[src/scpc_pkg.sv]
// constants and types shared by the clock mode and pll control block
// assumes a single 40 MHz clk_i and a classic wishbone register port
package scpc_pkg;
  // bus clock and time base rate
  localparam int unsigned CLK_PERIOD_NS = 25;
  localparam int unsigned TB_PERIOD_NS = 1000;
  // 1 MHz time base tick, in clk_i cycles
  localparam int unsigned TB_DIV = TB_PERIOD_NS / CLK_PERIOD_NS;
  // register byte offsets
  localparam logic [4:0] ADR_CTRL = 5'h00;
  localparam logic [4:0] ADR_STAT = 5'h04;
  localparam logic [4:0] ADR_TB = 5'h08;
  localparam logic [4:0] ADR_DEC = 5'h0c;
  // control register fields
  localparam int unsigned CTRL_MF_LSB = 0;
  localparam int unsigned CTRL_RFD_LSB = 8;
  localparam int unsigned CTRL_LOSS_OF_LOCK_RESET_ENABLE_BIT = 16;
  localparam int unsigned CTRL_WUR_BIT = 17;
  localparam int unsigned CTRL_DBG_BIT = 18;
  // status register fields
  localparam int unsigned STAT_LOCK_BIT = 0;
  localparam int unsigned STAT_WAKE_BIT = 1;
  localparam int unsigned STAT_LOL_BIT = 2;
  localparam int unsigned STAT_MODE_LSB = 4;
  // reset values of the frequency fields
  localparam logic [3:0] MF_RESET = 4'h2;
  localparam logic [3:0] RFD_RESET = 4'h3;
  // multiplier offset and largest prescaler exponent
  localparam logic [3:0] MULT_BASE = 4'h4;
  localparam int unsigned RFD_MAX = 10;
  // digital vco half period limits, in clk_i cycles
  localparam logic [7:0] DCO_HALF_RESET = 8'h04;
  localparam logic [7:0] DCO_HALF_MIN = 8'h01;
  localparam logic [7:0] DCO_HALF_MAX = 8'hff;
  // lock detector: largest phase error and good comparisons needed
  localparam logic [7:0] LOCK_TOL = 8'h02;
  localparam logic [3:0] LOCK_COUNT = 4'h8;
  // clock source modes, one-hot
  typedef enum logic [3:0] {
    MODE_NORMAL = 4'h1,
    MODE_ONE = 4'h2,
    MODE_BYPASS = 4'h4,
    MODE_TEST = 4'h8
  } scpc_mode_e;
endpackage

[src/scpc_pd_if.sv]
// signals between the loop logic and the phase detector
// assumes both ends run on clk_i
`timescale 1ns/100ps
interface scpc_pd_if;
  logic ref_fall; // reference falling edge, one cycle
  logic fb_fall; // feedback falling edge, one cycle
  logic up; // feedback lags
  logic down; // feedback leads
  logic adj_fast; // end of an up pulse
  logic adj_slow; // end of a down pulse
  modport det (input ref_fall, input fb_fall, output up, output down,
    output adj_fast, output adj_slow);
  modport loop (output ref_fall, output fb_fall, input up, input down,
    input adj_fast, input adj_slow);
endinterface

[src/scpc_pow2_prescaler.sv]
// power of two output prescaler, outside the feedback loop
// assumes src_rise_i marks the rising edges of src_i on clk_i
`timescale 1ns/100ps
module scpc_pow2_prescaler #(
  parameter int unsigned MAX_EXP = scpc_pkg::RFD_MAX
) (
  input wire logic clk_i,
  input wire logic rst_i,
  input wire logic src_i,
  input wire logic src_rise_i,
  input wire logic [3:0] code_i,
  output logic out_o
);
  import scpc_pkg::*;
  localparam logic [3:0] MAX_CODE = 4'(MAX_EXP);
  // exponent must fit the four bit code
  if (MAX_EXP < 1 || MAX_EXP > 15)
  begin : g_chk
    $error("prescaler exponent out of range");
  end
  logic [MAX_EXP-1:0] cnt; // ripple count of source edges
  logic [MAX_EXP-1:0] next_cnt;
  logic next_out;
  logic [3:0] eff; // clamped exponent
  // codes above the largest divide like the largest
  // nonzero code divides
  always_comb
  begin
    eff = (code_i > MAX_CODE) ? MAX_CODE : code_i;
    next_cnt = src_rise_i ? cnt + 1'b1 : cnt;
    if (eff == 4'h0)
      next_out = src_i;
    else
      next_out = next_cnt[eff-4'h1];
  end
  // registered output keeps the pin glitch free
  always_ff @(posedge clk_i)
  begin
    if (rst_i)
    begin
      cnt <= '0;
      out_o <= 1'b0;
    end
    else
    begin
      cnt <= next_cnt;
      out_o <= next_out;
    end
  end
endmodule

[src/scpc_phase_detector.sv]
// falling edge phase and frequency detector
// assumes edge pulses last one clk_i cycle
`timescale 1ns/100ps
module scpc_phase_detector (
  input wire logic clk_i,
  input wire logic rst_i,
  input wire logic enable_i,
  scpc_pd_if.det pd
);
  import scpc_pkg::*;
  logic up, dn, fast, slow;
  logic next_up, next_dn, next_fast, next_slow;
  // up opens on reference fall, down on feedback fall; both close together
  // up and down pulses
  always_comb
  begin
    next_up = up | pd.ref_fall;
    next_dn = dn | pd.fb_fall;
    next_fast = 1'b0;
    next_slow = 1'b0;
    if (next_up && next_dn)
    begin
      // the flag that opened first tells the direction
      next_fast = up;
      next_slow = dn;
      next_up = 1'b0;
      next_dn = 1'b0;
    end
    if (!enable_i)
    begin
      next_up = 1'b0;
      next_dn = 1'b0;
      next_fast = 1'b0;
      next_slow = 1'b0;
    end
  end
  // state registers
  always_ff @(posedge clk_i)
  begin
    if (rst_i)
    begin
      up <= 1'b0;
      dn <= 1'b0;
      fast <= 1'b0;
      slow <= 1'b0;
    end
    else
    begin
      up <= next_up;
      dn <= next_dn;
      fast <= next_fast;
      slow <= next_slow;
    end
  end
  assign pd.up = up;
  assign pd.down = dn;
  assign pd.adj_fast = fast;
  assign pd.adj_slow = slow;
endmodule

[src/scpc_top.sv]
// clock mode selection, digital pll model, prescaler, wakeup and time base
// assumes a classic wishbone master on clk_i; oscillator and mode pins async
//
// Summary of operation
// - mode pins sampled during reset pick clock
// - both high: normal, fully programmable pll
// - select low: clock equals oscillator, no prescale
// - supply low: pll off, half oscillator
// - both low: factory test, pll bypassed
// - nonzero prescaler slows clock in normal and test only
// - pll multiplies reference by four to eleven
// - prescaler writes never disturb pll lock
// - feedback: clock out in 1:1, divider otherwise
// - up when feedback lags, down when leads
// - 1:1 mode bypasses multiplier divider
// - 1:1 true lock, prescaler disabled
// - reference output copies oscillator exactly
// - lock pin shows lock or debug output
// - wakeup pin follows software request bit
// - decrementer reaching zero also asserts wakeup
// - time base and decrementer run at 1 MHz
// - lock reset enable off pll requests reset
// - reset loads multiplier two, prescaler three
// - prescaler divides by power of two, capped
//
// Added by the designer: the address map and the Wishbone register port.
`timescale 1ns/100ps
module scpc_top (
  input wire logic clk_i,
  input wire logic rst_i,
  input wire logic wb_cyc_i,
  input wire logic wb_stb_i,
  input wire logic wb_we_i,
  input wire logic [4:0] wb_adr_i,
  input wire logic [3:0] wb_sel_i,
  input wire logic [31:0] wb_dat_i,
  output logic [31:0] wb_dat_o,
  output logic wb_ack_o,
  input wire logic oscillator_input_i,
  output logic oscillator_drive_o,
  input wire logic clock_mode_select_i,
  input wire logic synthesizer_supply_i,
  input wire logic debug_serial_out_i,
  output logic system_clock_output_o,
  output logic engineering_reference_output_o,
  output logic pll_lock_output_o,
  output logic power_down_wakeup_o,
  output logic loss_of_lock_reset_o,
  output logic pump_up_o,
  output logic pump_down_o,
  output scpc_pkg::scpc_mode_e clock_mode_o
);
  import scpc_pkg::*;
  localparam int TB_GAP = TB_DIV;
  localparam logic [5:0] TB_LAST = 6'(TB_DIV - 1);

  scpc_pd_if pd_bus (); // detector link

  // two flop synchronisers for the asynchronous pins
  logic osc_meta, osc_sync, osc_prev;
  logic cms_meta, cms_sync, syn_meta, syn_sync, dbg_meta, dbg_sync;
  always_ff @(posedge clk_i)
  begin
    osc_meta <= oscillator_input_i;
    osc_sync <= osc_meta;
    osc_prev <= osc_sync; // edge history, reads the second stage only
    cms_meta <= clock_mode_select_i;
    cms_sync <= cms_meta;
    syn_meta <= synthesizer_supply_i;
    syn_sync <= syn_meta;
    dbg_meta <= debug_serial_out_i;
    dbg_sync <= dbg_meta;
  end
  logic osc_rise, osc_fall;
  assign osc_rise = osc_sync & ~osc_prev;
  assign osc_fall = osc_prev & ~osc_sync;

  // mode decode from supply level and select pin
  function automatic scpc_mode_e decode_mode(input logic syn, input logic sel);
    case ({syn, sel})
      2'b11: decode_mode = MODE_NORMAL;
      2'b10: decode_mode = MODE_ONE;
      2'b01: decode_mode = MODE_BYPASS;
      default: decode_mode = MODE_TEST;
    endcase
  endfunction

  // byte lane merge for register writes
  function automatic logic [31:0] merge(input logic [31:0] old, input logic [31:0] nw,
    input logic [3:0] sel);
    logic [31:0] res;
    res = old;
    for (int i = 0; i < 4; i++)
    begin
      if (sel[i])
        res[8*i +: 8] = nw[8*i +: 8];
    end
    merge = res;
  endfunction

  scpc_mode_e mode, next_mode;
  // mode tracks the pins only while reset is high, then freezes
  // sample during reset
  always_comb
  begin
    next_mode = mode;
    if (rst_i)
      next_mode = decode_mode(syn_sync, cms_sync);
  end
  always_ff @(posedge clk_i)
  begin
    mode <= next_mode;
  end
  logic pll_on; // vco runs in normal and 1:1 only
  assign pll_on = (mode == MODE_NORMAL) || (mode == MODE_ONE);

  // software state
  logic [3:0] mf, output_prescaler; // multiplier and prescaler fields
  logic loss_of_lock_reset_enable, wakeup_request_bit, dbg_sel, dec_wake, ack;
  logic [31:0] dec, tb, rdat;
  logic [3:0] next_mf, next_rfd;
  logic next_loss_of_lock_reset_enable, next_wur, next_dbg_sel, next_dec_wake, next_ack;
  logic [31:0] next_dec, next_tb, next_rdat, ctrl_word, stat_word, nctrl;
  logic [5:0] tb_cnt, next_tb_cnt; // 1 MHz divider
  logic tick, hit, wr, mf_wr, locked, lol;

  // one decode for read and write
  always_comb
  begin
    ctrl_word = '0;
    ctrl_word[CTRL_MF_LSB +: 4] = mf;
    ctrl_word[CTRL_RFD_LSB +: 4] = output_prescaler;
    ctrl_word[CTRL_LOSS_OF_LOCK_RESET_ENABLE_BIT] = loss_of_lock_reset_enable;
    ctrl_word[CTRL_WUR_BIT] = wakeup_request_bit;
    ctrl_word[CTRL_DBG_BIT] = dbg_sel;
    stat_word = '0;
    stat_word[STAT_LOCK_BIT] = locked;
    stat_word[STAT_WAKE_BIT] = dec_wake;
    stat_word[STAT_LOL_BIT] = lol;
    stat_word[STAT_MODE_LSB +: 4] = mode;
  end

  // bus, control fields, time base and decrementer
  always_comb
  begin
    hit = wb_cyc_i & wb_stb_i & ~ack;
    wr = hit & wb_we_i;
    nctrl = merge(ctrl_word, wb_dat_i, wb_sel_i);
    next_ack = hit;
    next_rdat = rdat;
    next_mf = mf;
    next_rfd = output_prescaler;
    next_loss_of_lock_reset_enable = loss_of_lock_reset_enable;
    next_wur = wakeup_request_bit;
    next_dbg_sel = dbg_sel;
    next_dec = dec;
    next_dec_wake = dec_wake;
    mf_wr = 1'b0;
    // unmapped offsets read zero and ignore writes
    if (hit && !wb_we_i)
    begin
      case (wb_adr_i)
        ADR_CTRL: next_rdat = ctrl_word;
        ADR_STAT: next_rdat = stat_word;
        ADR_TB: next_rdat = tb;
        ADR_DEC: next_rdat = dec;
        default: next_rdat = '0;
      endcase
    end
    if (wr && wb_adr_i == ADR_CTRL)
    begin
      next_mf = nctrl[CTRL_MF_LSB +: 4];
      next_rfd = nctrl[CTRL_RFD_LSB +: 4];
      next_loss_of_lock_reset_enable = nctrl[CTRL_LOSS_OF_LOCK_RESET_ENABLE_BIT];
      next_wur = nctrl[CTRL_WUR_BIT];
      next_dbg_sel = nctrl[CTRL_DBG_BIT];
      mf_wr = (next_mf != mf);
    end
    // write one clears the decrementer wake flag
    if (wr && wb_adr_i == ADR_STAT && wb_sel_i[0] && wb_dat_i[STAT_WAKE_BIT])
      next_dec_wake = 1'b0;
    tick = (tb_cnt == TB_LAST);
    next_tb_cnt = tick ? 6'h00 : tb_cnt + 6'h01;
    next_tb = tick ? tb + 32'h1 : tb;
    if (tick)
      next_dec = dec - 32'h1;
    if (wr && wb_adr_i == ADR_DEC)
      next_dec = merge(dec, wb_dat_i, wb_sel_i);
    // reaching zero wins over a same cycle clear
    // decrementer wakeup
    if (tick && dec == 32'h1)
      next_dec_wake = 1'b1;
  end
  always_ff @(posedge clk_i)
  begin
    if (rst_i)
    begin
      mf <= MF_RESET;
      output_prescaler <= RFD_RESET;
      loss_of_lock_reset_enable <= 1'b0;
      wakeup_request_bit <= 1'b0;
      dbg_sel <= 1'b0;
      dec <= '0;
      dec_wake <= 1'b0;
      tb <= '0;
      tb_cnt <= '0;
      ack <= 1'b0;
      rdat <= '0;
    end
    else
    begin
      mf <= next_mf;
      output_prescaler <= next_rfd;
      loss_of_lock_reset_enable <= next_loss_of_lock_reset_enable;
      wakeup_request_bit <= next_wur;
      dbg_sel <= next_dbg_sel;
      dec <= next_dec;
      dec_wake <= next_dec_wake;
      tb <= next_tb;
      tb_cnt <= next_tb_cnt;
      ack <= next_ack;
      rdat <= next_rdat;
    end
  end
  assign wb_ack_o = ack;
  assign wb_dat_o = rdat;

  // digital vco, feedback divider and lock detector
  logic vco, next_vco, vco_rise, vco_tgl;
  logic [7:0] half, next_half, dco_cnt, next_dco_cnt, err, next_err;
  logic [3:0] fb_cnt, next_fb_cnt, mult, good, next_good;
  assign mult = MULT_BASE + {1'b0, mf[2:0]};
  assign vco_tgl = pll_on && (dco_cnt >= half - 8'h01);
  assign vco_rise = vco_tgl & ~vco;
  always_comb
  begin
    next_vco = pll_on ? (vco ^ vco_tgl) : 1'b0;
    next_dco_cnt = (!pll_on || vco_tgl) ? 8'h00 : dco_cnt + 8'h01;
    next_half = half;
    if (pd_bus.adj_fast && half > DCO_HALF_MIN)
      next_half = half - 8'h01;
    if (pd_bus.adj_slow && half < DCO_HALF_MAX)
      next_half = half + 8'h01;
    next_fb_cnt = fb_cnt;
    if (vco_rise)
      next_fb_cnt = (fb_cnt >= mult - 4'h1) ? 4'h0 : fb_cnt + 4'h1;
    // error width is the length of an up or down pulse
    next_err = (pd_bus.up || pd_bus.down) ? ((err == 8'hff) ? err : err + 8'h01) : err;
    next_good = good;
    if (pd_bus.adj_fast || pd_bus.adj_slow)
    begin
      next_err = 8'h00;
      if (err > LOCK_TOL)
        next_good = 4'h0;
      else if (good != LOCK_COUNT)
        next_good = good + 4'h1;
    end
    // a multiplier change or pll off drops lock, prescaler is outside the loop
    // prescaler leaves lock
    if (mf_wr || !pll_on)
      next_good = 4'h0;
  end
  always_ff @(posedge clk_i)
  begin
    if (rst_i)
    begin
      vco <= 1'b0;
      dco_cnt <= '0;
      half <= DCO_HALF_RESET;
      fb_cnt <= '0;
      err <= '0;
      good <= '0;
    end
    else
    begin
      vco <= next_vco;
      dco_cnt <= next_dco_cnt;
      half <= next_half;
      fb_cnt <= next_fb_cnt;
      err <= next_err;
      good <= next_good;
    end
  end
  assign locked = (good == LOCK_COUNT);
  assign lol = loss_of_lock_reset_enable & ~locked;

  // feedback source: clock out itself in 1:1, divided vco in normal
  // feedback selection
  assign pd_bus.ref_fall = osc_fall;
  assign pd_bus.fb_fall = (mode == MODE_ONE) ? (vco_tgl & vco) :
    (vco_rise && fb_cnt == (mult >> 1) - 4'h1);

  scpc_phase_detector u_pd (
    .clk_i(clk_i),
    .rst_i(rst_i),
    .enable_i(pll_on),
    .pd(pd_bus.det)
  );

  // prescaler source: vco, or raw oscillator in test mode
  logic psrc, psrc_rise, pout, half_clk, next_half_clk;
  assign psrc = (mode == MODE_TEST) ? osc_sync : vco;
  assign psrc_rise = (mode == MODE_TEST) ? osc_rise : vco_rise;
  scpc_pow2_prescaler #(
    .MAX_EXP(RFD_MAX)
  ) u_presc (
    .clk_i(clk_i),
    .rst_i(rst_i),
    .src_i(psrc),
    .src_rise_i(psrc_rise),
    .code_i(output_prescaler),
    .out_o(pout)
  );

  // output pins, all from flops
  logic next_sys;
  always_comb
  begin
    next_half_clk = osc_rise ? ~half_clk : half_clk;
    case (mode)
      MODE_NORMAL: next_sys = pout;
      MODE_ONE: next_sys = vco;
      MODE_BYPASS: next_sys = half_clk;
      MODE_TEST: next_sys = pout;
      default: next_sys = 1'b0;
    endcase
  end
  always_ff @(posedge clk_i)
  begin
    if (rst_i)
    begin
      half_clk <= 1'b0;
      system_clock_output_o <= 1'b0;
      engineering_reference_output_o <= 1'b0;
      oscillator_drive_o <= 1'b1;
      pll_lock_output_o <= 1'b0;
      power_down_wakeup_o <= 1'b0;
      loss_of_lock_reset_o <= 1'b0;
    end
    else
    begin
      half_clk <= next_half_clk;
      system_clock_output_o <= next_sys;
      engineering_reference_output_o <= osc_sync;
      oscillator_drive_o <= ~osc_sync;
      pll_lock_output_o <= dbg_sel ? dbg_sync : locked;
      power_down_wakeup_o <= wakeup_request_bit | dec_wake;
      loss_of_lock_reset_o <= lol;
    end
  end
  assign pump_up_o = pd_bus.up;
  assign pump_down_o = pd_bus.down;
  assign clock_mode_o = mode;
endmodule

[config.mk]
export PLATFORM = sky130hd
export DESIGN_NAME = scpc_top
export DESIGN_NICKNAME = d
export VERILOG_FILES = /design/src/scpc_pkg.sv /design/src/scpc_pd_if.sv /design/src/scpc_pow2_prescaler.sv /design/src/scpc_phase_detector.sv /design/src/scpc_top.sv
export SDC_FILE = /design/constraint.sdc
export NUM_CORES = 1
export LEC_CHECK = 0
export ABC_AREA = 1
export BUFFER_PORTS_ARGS = -buffer_cell sky130_fd_sc_hd__buf_2
export CORE_MARGIN = 4
export CORE_UTILIZATION = 45
export CTS_BUF_LIST = sky130_fd_sc_hd__clkbuf_4 sky130_fd_sc_hd__clkbuf_8 sky130_fd_sc_hd__clkbuf_16
export CTS_CLUSTER_DIAMETER = 50
export DETAILED_ROUTE_END_ITERATION = 10
export GPL_TIMING_DRIVEN = 0
export MAX_ROUTING_LAYER = met4
export PLACE_DENSITY = 0.72
export SLEW_MARGIN = 10
export SYNTH_ARGS = -nofsm -noshare
export SYNTH_HDL_FRONTEND = slang
export SYNTH_SLANG_ARGS = --single-unit
[constraint.sdc]
create_clock -name clk_i -period 3.6 [get_ports clk_i]
set_input_delay 0.54 -clock clk_i [delete_from_list [all_inputs] [get_ports clk_i]]
set_output_delay 0.54 -clock clk_i [all_outputs]
set_load 0.005 [all_outputs]
# --- After elaboration in Yosys (flattened, before gate mapping) ---
# Cells that the tools add are included.
# W data, S select, Z words.
word_totals:
  reg_bits: 183
  out_inout_bits: 45
  elab_cells: 174
op_classes:
  addsub: 14
  n_lt_le_gt_ge: 7
  n_eq_ne: 21
  n_mux: 27
  n_bitwise: 21
  reduce_logical: 41
op_table:
  columns: ["op", "count"]
  rows:
  - ["$pmux W32 S4", 1]
  - ["$mux W32", 2]
  - ["$mux W8", 6]
  - ["$add A32 B1 Y32 const B", 1]
  - ["$eq A32 B1 Y1 const B", 1]
  - ["$sub A32 B1 Y32 const B", 1]
  - ["$add A8 B1 Y8 const B", 3]
  - ["$mux W4", 5]
  - ["$reduce_and A2 Y1", 8]
  - ["$logic_and A1 B1 Y1", 12]
  - ["$pmux W4 S3", 1]
  - ["$reduce_or A2 Y1", 6]
  - ["$add A10 B1 Y10 const B", 1]
  - ["$eq A5 B4 Y1 const B", 2]
  - ["$mux W10", 1]
  - ["$mux W1", 9]
  - ["$not A1 Y1", 9]
  - ["$add A4 B1 Y4 const B", 2]
  - ["$and A1 B1 Y1", 8]
  - ["$eq A4 B4 Y1 const B", 2]
  - ["$eq A8 B8 Y1 const B", 1]
  - ["$ge A8 B8 Y1", 1]
  - ["$gt A8 B1 Y1 const B", 1]
  - ["$gt A8 B2 Y1 const B", 1]
  - ["30 further kinds", 46]

# --- Longest topological paths before layout ---
depth:
  ltp_word: 10
  depth_mapped: 24
  depth_no_buf: 23

# --- By module ---
# Synthesis repeated with hierarchy kept, for this count alone.
unflattened:
  hier_cells: 1587
  hier_area_um2: 10354.9
modules_own_cells:
  columns: ["module", "instances", "cells_per_inst", "area_per_inst_um2", "seq_area_each_um2"]
  rows:
  - ["scpc_top", 1, 1434, 9446.6, 3403.3]
  - ["scpc_pow2_prescaler", 1, 132, 743.2, 220.2]
  - ["scpc_phase_detector", 1, 21, 165.2, 80.1]

# --- Worst setup path before layout ---
# OpenSTA, ideal clock, no wires.
synth_timing:
  path_kind: "reg2reg"
  startpoint: "reg half[0]"
  endpoint: "reg u_pd.up, in the netlist u_pd.pd.up"
  setup_ps: 110
  t_arrival_ps: 2749
  required_time_ps: 3490
  setup_slack_ps: 741
  stages_incl_launch_ff: 23
  path_buffers: 0
  period_less_slack_ps: 2859
  cell_sequence: "dfxtp_1 inv_1 ha_1 nand2_1 xor2_1 inv_1 ha_1 nand2_1 nor2_1 nand4_1 o2111ai_1 o21ai_0 inv_1 ha_1 inv_1 nor2_1 nand2_1 a211oi_1 nand2_1 nand3_1 nand2_1 nand3_1 inv_1"
synth_via:
  elab_chain_cells: 9
  word_cells_on_any_way: 10
  classes_between: "add/sub: 1; order compare: 1; mux: 1; bitwise: 3; reduce/logical: 4"
synth_rtl:
  columns: ["element", "line_no", "source"]
  rows:
  - ["start: declaration", "scpc_top.sv:230", "logic [7:0] half, next_half, dco_cnt, next_dco_cnt, err, next_err;"]
  - ["start signal: assignment", "scpc_top.sv:278", "half <= next_half;"]
  - ["$sub A8 B1 Y8", "scpc_top.sv:233", "assign vco_tgl = pll_on && (dco_cnt >= half - 8'h01);"]
  - ["$ge A8 B8 Y1", "scpc_top.sv:233", null]
  - ["$logic_and A1 B1 Y1", "scpc_top.sv:233", null]
  - ["$and A1 B1 Y1", "scpc_top.sv:234", "assign vco_rise = vco_tgl & ~vco;"]
  - ["net vco_rise", "scpc_top.sv:229", "logic vco, next_vco, vco_rise, vco_tgl;"]
  - ["$logic_and A1 B1 Y1", "scpc_top.sv:291", "(vco_rise && fb_cnt == (mult >> 1) - 4'h1);"]
  - ["$mux W1", "scpc_top.sv:290", "assign pd_bus.fb_fall = (mode == MODE_ONE) ? (vco_tgl & vco) :"]
  - ["$or A1 B1 Y1", "scpc_phase_detector.sv:18", "next_dn = dn | pd.fb_fall;"]
  - ["$logic_and A1 B1 Y1", "scpc_phase_detector.sv:21", "if (next_up && next_dn)"]
  - ["$reduce_or A3 Y1 (no line)", null, null]
  - ["end signal: assignment", "scpc_phase_detector.sv:49", "up <= next_up;"]
  - ["end: declaration", "scpc_phase_detector.sv:11", "logic up, dn, fast, slow;"]
# The timed path passes the listed nets, and every way through them passes these cells.
# A chain may end at the register's enable or synchronous reset.

# --- Worst setup path after layout ---
layout_timing:
  startpoint: "reg half[0]"
  endpoint: "reg u_pd.slow, in the netlist u_pd.pd.adj_slow"
layout_via:
  elab_chain_cells: 10
  word_cells_on_any_way: 11
  classes_between: "add/sub: 1; order compare: 1; mux: 1; bitwise: 4; reduce/logical: 4"
layout_rtl:
  columns: ["element", "line_no", "source"]
  rows:
  - ["$sub A8 B1 Y8", "scpc_top.sv:233", null]
  - ["$ge A8 B8 Y1", "scpc_top.sv:233", null]
  - ["$logic_and A1 B1 Y1", "scpc_top.sv:233", null]
  - ["$and A1 B1 Y1", "scpc_top.sv:234", null]
  - ["net vco_rise", "scpc_top.sv:229", null]
  - ["$logic_and A1 B1 Y1", "scpc_top.sv:291", null]
  - ["$mux W1", "scpc_top.sv:290", null]
  - ["$or A1 B1 Y1", "scpc_phase_detector.sv:18", null]
  - ["$logic_and A1 B1 Y1", "scpc_phase_detector.sv:21", null]
  - ["$not A1 Y1 (no line)", null, null]
  - ["$reduce_or A3 Y1 (no line)", null, null]
  - ["end signal: assignment", "scpc_phase_detector.sv:52", "slow <= next_slow;"]
  - ["end: declaration", "scpc_phase_detector.sv:11", null]
# The timed path passes the listed nets, and every way through them passes these cells.

==> results.txt <==
* Number of rows created at floorplan: 54
- The worst pin sits at a relative slew slack of 32.9%.
- Antenna-violating nets left: 0
* Internal power: 3.13 mW
- After synthesis, the share of flip-flops with an asynchronous set or reset is 0%.
* Clk buf depth: 2
* Hold path depth: 1
- The routed design has 30,100 um of wire.
* Worst ir drop on vdd: 0.000264 V
- Crit path arrival time: 3620 ps
- In this run the cell area of the synthesized design comes to 10,100 um2.
* Top cell type by total area after synthesis: sky130_fd_sc_hd__dfxtp_1
* PD cells: 362 nW/um2
- Req. time, crit path: 3970 ps
* Clock tree from TritonCTS: done
- The number of nets in the synthesized netlist is 1,530.
- P&R area growth vs syn: 13.9%
- The congestion estimate from routability-driven global placement came to 0.986.
- Share of layout cells above drive strength 1: 13.0%
- Across the run, the number of max-cap violations was 0.
* #FFs+latches synth: 183
- The routed layout has 10,100 vias.
* Final Skew: 15.1 ps
* Max Freq: 0.307 GHz
- Number of antenna violations at the first check in global routing: 0
* Leakage power: 4.87 nW
- Series of cell instances along the critical path: inv_1, ha_1, nand2_1, xor2_1, inv_1, ha_1, nand2_1, nor2_1, nand4_1, o2111ai_1, o21ai_0, inv_1, ha_2, inv_1, nor2_1, nand2_1, a211oi_1, nand2_1, nand3_1, nand2_1, nor3_1
- Commonest register cell after synthesis: sky130_fd_sc_hd__dfxtp_1
- Per report_power, the combinational group accounts for 5.0% of the total.
* Share of total power consumed by net switching: 25.1%
- The critical path crosses 21 cells after its start point.
- Die extent in x: 158 um
- Count of yosys warnings during synthesis: 0
- Overall power consumption after layout is estimated at 4.17 mW.
- Registers are responsible for 49.4% of the overall power.
- The via count of the first global-routing pass came to 9,135.
* Portion of the clock cycle consumed by the worst path in the final layout: 90.5%
- In this run the tool buffered the top-level ports with 94 buffer cells.
- At the later pin of the worst-skew pair, clock insertion delay measures 440 ps.
* Number of buffer and inverter stages on the critical path: 4
- Placement Setup Slack: 255 ps
- Largest fanout on the critical path: 8
- The finished cells cover 11,500 um2.
* I/O pin total: 95
* Global-route wire length before repair: 47,200 um
- Number of enable-type register cells in the synthesized netlist: 4
- The startpoint identified for the worst hold timing path is debug_serial_out_i.
- Number of cells produced by synthesis: 1,445
- Per report_power, the clock group accounts for 45.6% of the total.
- The setup path with the least slack is of type flop to flop.
- The startpoint identified for the worst register-to-register timing path is half[0].
- The flow ran to the end, and the final reports show no timing, DRC or antenna violations.
* Max stage delay on crit path: 400 ps
- The H-tree generated during clock tree synthesis spans 4 levels.
- Pin count of the biggest net entering global routing: 18
- In this run, post-CTS hold repair placed 0 buffers.
- Category of cells accounting for the largest share of critical-path delay: simple AND/OR/NAND/NOR gates
- For flop-to-flop paths, the worst setup slack is 340 ps.
- Nature of the critical path endpoint: flop
* Class of the tightest hold or removal check: primary input to flop
- Area fraction of the dominant cell type after synthesis: 35.4%
- Switching power: 1.05 mW
- Clock-pin slew was measured on the worst setup and hold paths at 80 ps.
* Total global-route track usage: 24.7%
* Clock tree root driver cell: sky130_fd_sc_hd__clkbuf_16
- The first routing iteration left 914 violations.
- After detailed routing, the number of remaining DRC violations is 0.
* End point of the most critical hold path: dbg_meta
- In this run the vertical extent of the chip is 158 um.
- For this run, the register share of the synthesized area comes to 36.6%.
* Initial DRT Pass Iterations: 6
- The final layout contains 1,643 nets.
- Main area contributors after synthesis: sky130_fd_sc_hd__dfxtp_1 35%, sky130_fd_sc_hd__nand2_1 12%, sky130_fd_sc_hd__inv_1 6.2%
* Via density per instance: 5.45
* Most numerous cell on the critical path: sky130_fd_sc_hd__nand2_1
- Endpoints failing hold: 0
- Number of distinct library cells after synthesis: 48
- Core Area: 22,000 um2
* CP max stage cell: sky130_fd_sc_hd__dfxtp_2
- After layout, the minimum clock period comes to 3260 ps.
- STA classifies the critical path startpoint as a flop.
* Post-place instance area: 10,900 um2
- Pins over their slew limit: 0
- Post-synthesis area per instance: 7.00 um2
* Number of clock buffers inserted by TritonCTS: 17
- After legalization and detailed placement, the total HPWL measured 23,100 um.
* Remaining global-route overflow: 0
- The repair_antennas step left the layout with diodes totalling 0.
* Worst slew pin tran: 1010 ps
* Number of clock sinks: 183
- Setup slack closes at 343 ps.
- Floorplan die area: 24,900 um2
- Worst Reg-to-Reg Cells: 21
- Once the clock tree was built, the setup fixing pass inserted 0 buffers.
* Final-report setup violation count: 0
- Once the floorplan was initialized, standard cells occupied 46.0% of the core.
* R2r endpoint: u_pd.pd.adj_slow
- Routed wire length per instance: 16.2 um
layout by cell type (no fill, tap or decap), drive strengths merged, types with 10 or more instances in the layout:
master,synthesis,layout
nor3,38,38
xor2,46,46
a31oi,10,10
nand2,318,318
nor2,172,172
clkbuf,23,42
nand3,97,97
buf,19,113
o22ai,31,31
inv,176,184
ha,35,35
dfxtp,179,179
o21ai,95,95
a21oi,126,126
o211ai,11,11
nand4,19,19
layer usage:
layer  vias up  wire, um  GRT usage [%]
met1      4651     13500           32.8
met2       358     13300           37.7
met4         0      1000           9.34
met5         -         0              -
li1       5008         -              -
met3        72      2210           4.46
per-stage QoR:
stage | instances | hold slack [ps] | setup TNS (ps) | util (%)
global route | 1851 | 186 | -83.7 | 52.5
CTS | 1851 | 187 | 0 | 52.4
global placement | 1819 | 313 | 0 | 49.8
detailed placement | 1819 | 312 | 0 | 49.8
floorplan | 1445 | 310 | 0 | -
finish | 1851 | 197 | 0 | 52.5
cell type report:
cell class                      count  area (um2)
Sequential cell                   183        3700
Timing Repair Buffer               94         470
Multi-Input combinational cell   1044        5520
Clock inverter                     13         130
Clock buffer                       19         453
Buffer                             42         224
Fill cell                        2175       10400
Inverter                          176         661
Tap cell                          280         350
what timing repair did:
item / CTS / global route
gates resized for setup: 0 / 3
hold endpoints to repair: 0 / 0
endpoints found under the setup margin: 0 / 5
logic make-up after synthesis:
family	share of synthesized area, %
AOI/OAI and AO/OA	16.7
xor gates and xnor gates	4.59
and+or+nand+nor	29.0
buffers and inverters	8.75
adders and majority gates	4.33
DFF	36.6
state kept, by name, indices dropped and copies added (netlist names), 4 cells and up:
register	count
tb_cnt	6
output_prescaler	4
dco_cnt	8
err	8
half	8
clock_mode_o	4
fb_cnt	4
good	4
dec	32
wb_dat_o	32
u_presc.cnt	10
tb	32
mf	4
Yosys cell counts (8+ instances only):
library cell / number
sky130_fd_sc_hd__nor3_1: 30
sky130_fd_sc_hd__clkbuf_1: 23
sky130_fd_sc_hd__dfxtp_1: 179
sky130_fd_sc_hd__a31oi_1: 10
sky130_fd_sc_hd__nand2_1: 310
sky130_fd_sc_hd__xor2_1: 46
sky130_fd_sc_hd__nand4_1: 18
sky130_fd_sc_hd__nand3_1: 92
sky130_fd_sc_hd__a21oi_1: 124
sky130_fd_sc_hd__inv_1: 168
sky130_fd_sc_hd__nor2_1: 149
sky130_fd_sc_hd__inv_2: 8
sky130_fd_sc_hd__o21ai_0: 93
sky130_fd_sc_hd__o22ai_1: 31
sky130_fd_sc_hd__nor2_2: 16
sky130_fd_sc_hd__o211ai_1: 9
sky130_fd_sc_hd__ha_1: 35
how the worst max path moves through the flow:
stage                       start          endpoint  slack (ps)
after detailed placement  half[0]  u_pd.pd.adj_slow         260
final                     half[0]  u_pd.pd.adj_slow         340
after global placement    half[0]  u_pd.pd.adj_slow         300
after floorplan           half[0]        u_pd.pd.up         740
after CTS                 half[0]  u_pd.pd.adj_slow         220
after global routing      half[0]  u_pd.pd.adj_slow         -50
power by group through the flow:
| stage | sequential, mW | combinational (mW) | clock [mW] |
|---|---|---|---|
| after floorplan | 2.10 | 0.113 | 0 |
| after global placement | 2.11 | 0.201 | 0 |
| after detailed placement | 2.11 | 0.204 | 0 |
| after CTS | 2.06 | 0.205 | 1.92 |
| after global routing | 2.06 | 0.229 | 2.01 |
| final | 2.06 | 0.209 | 1.90 |
Note: power is estimated with default switching activity, not from simulation.
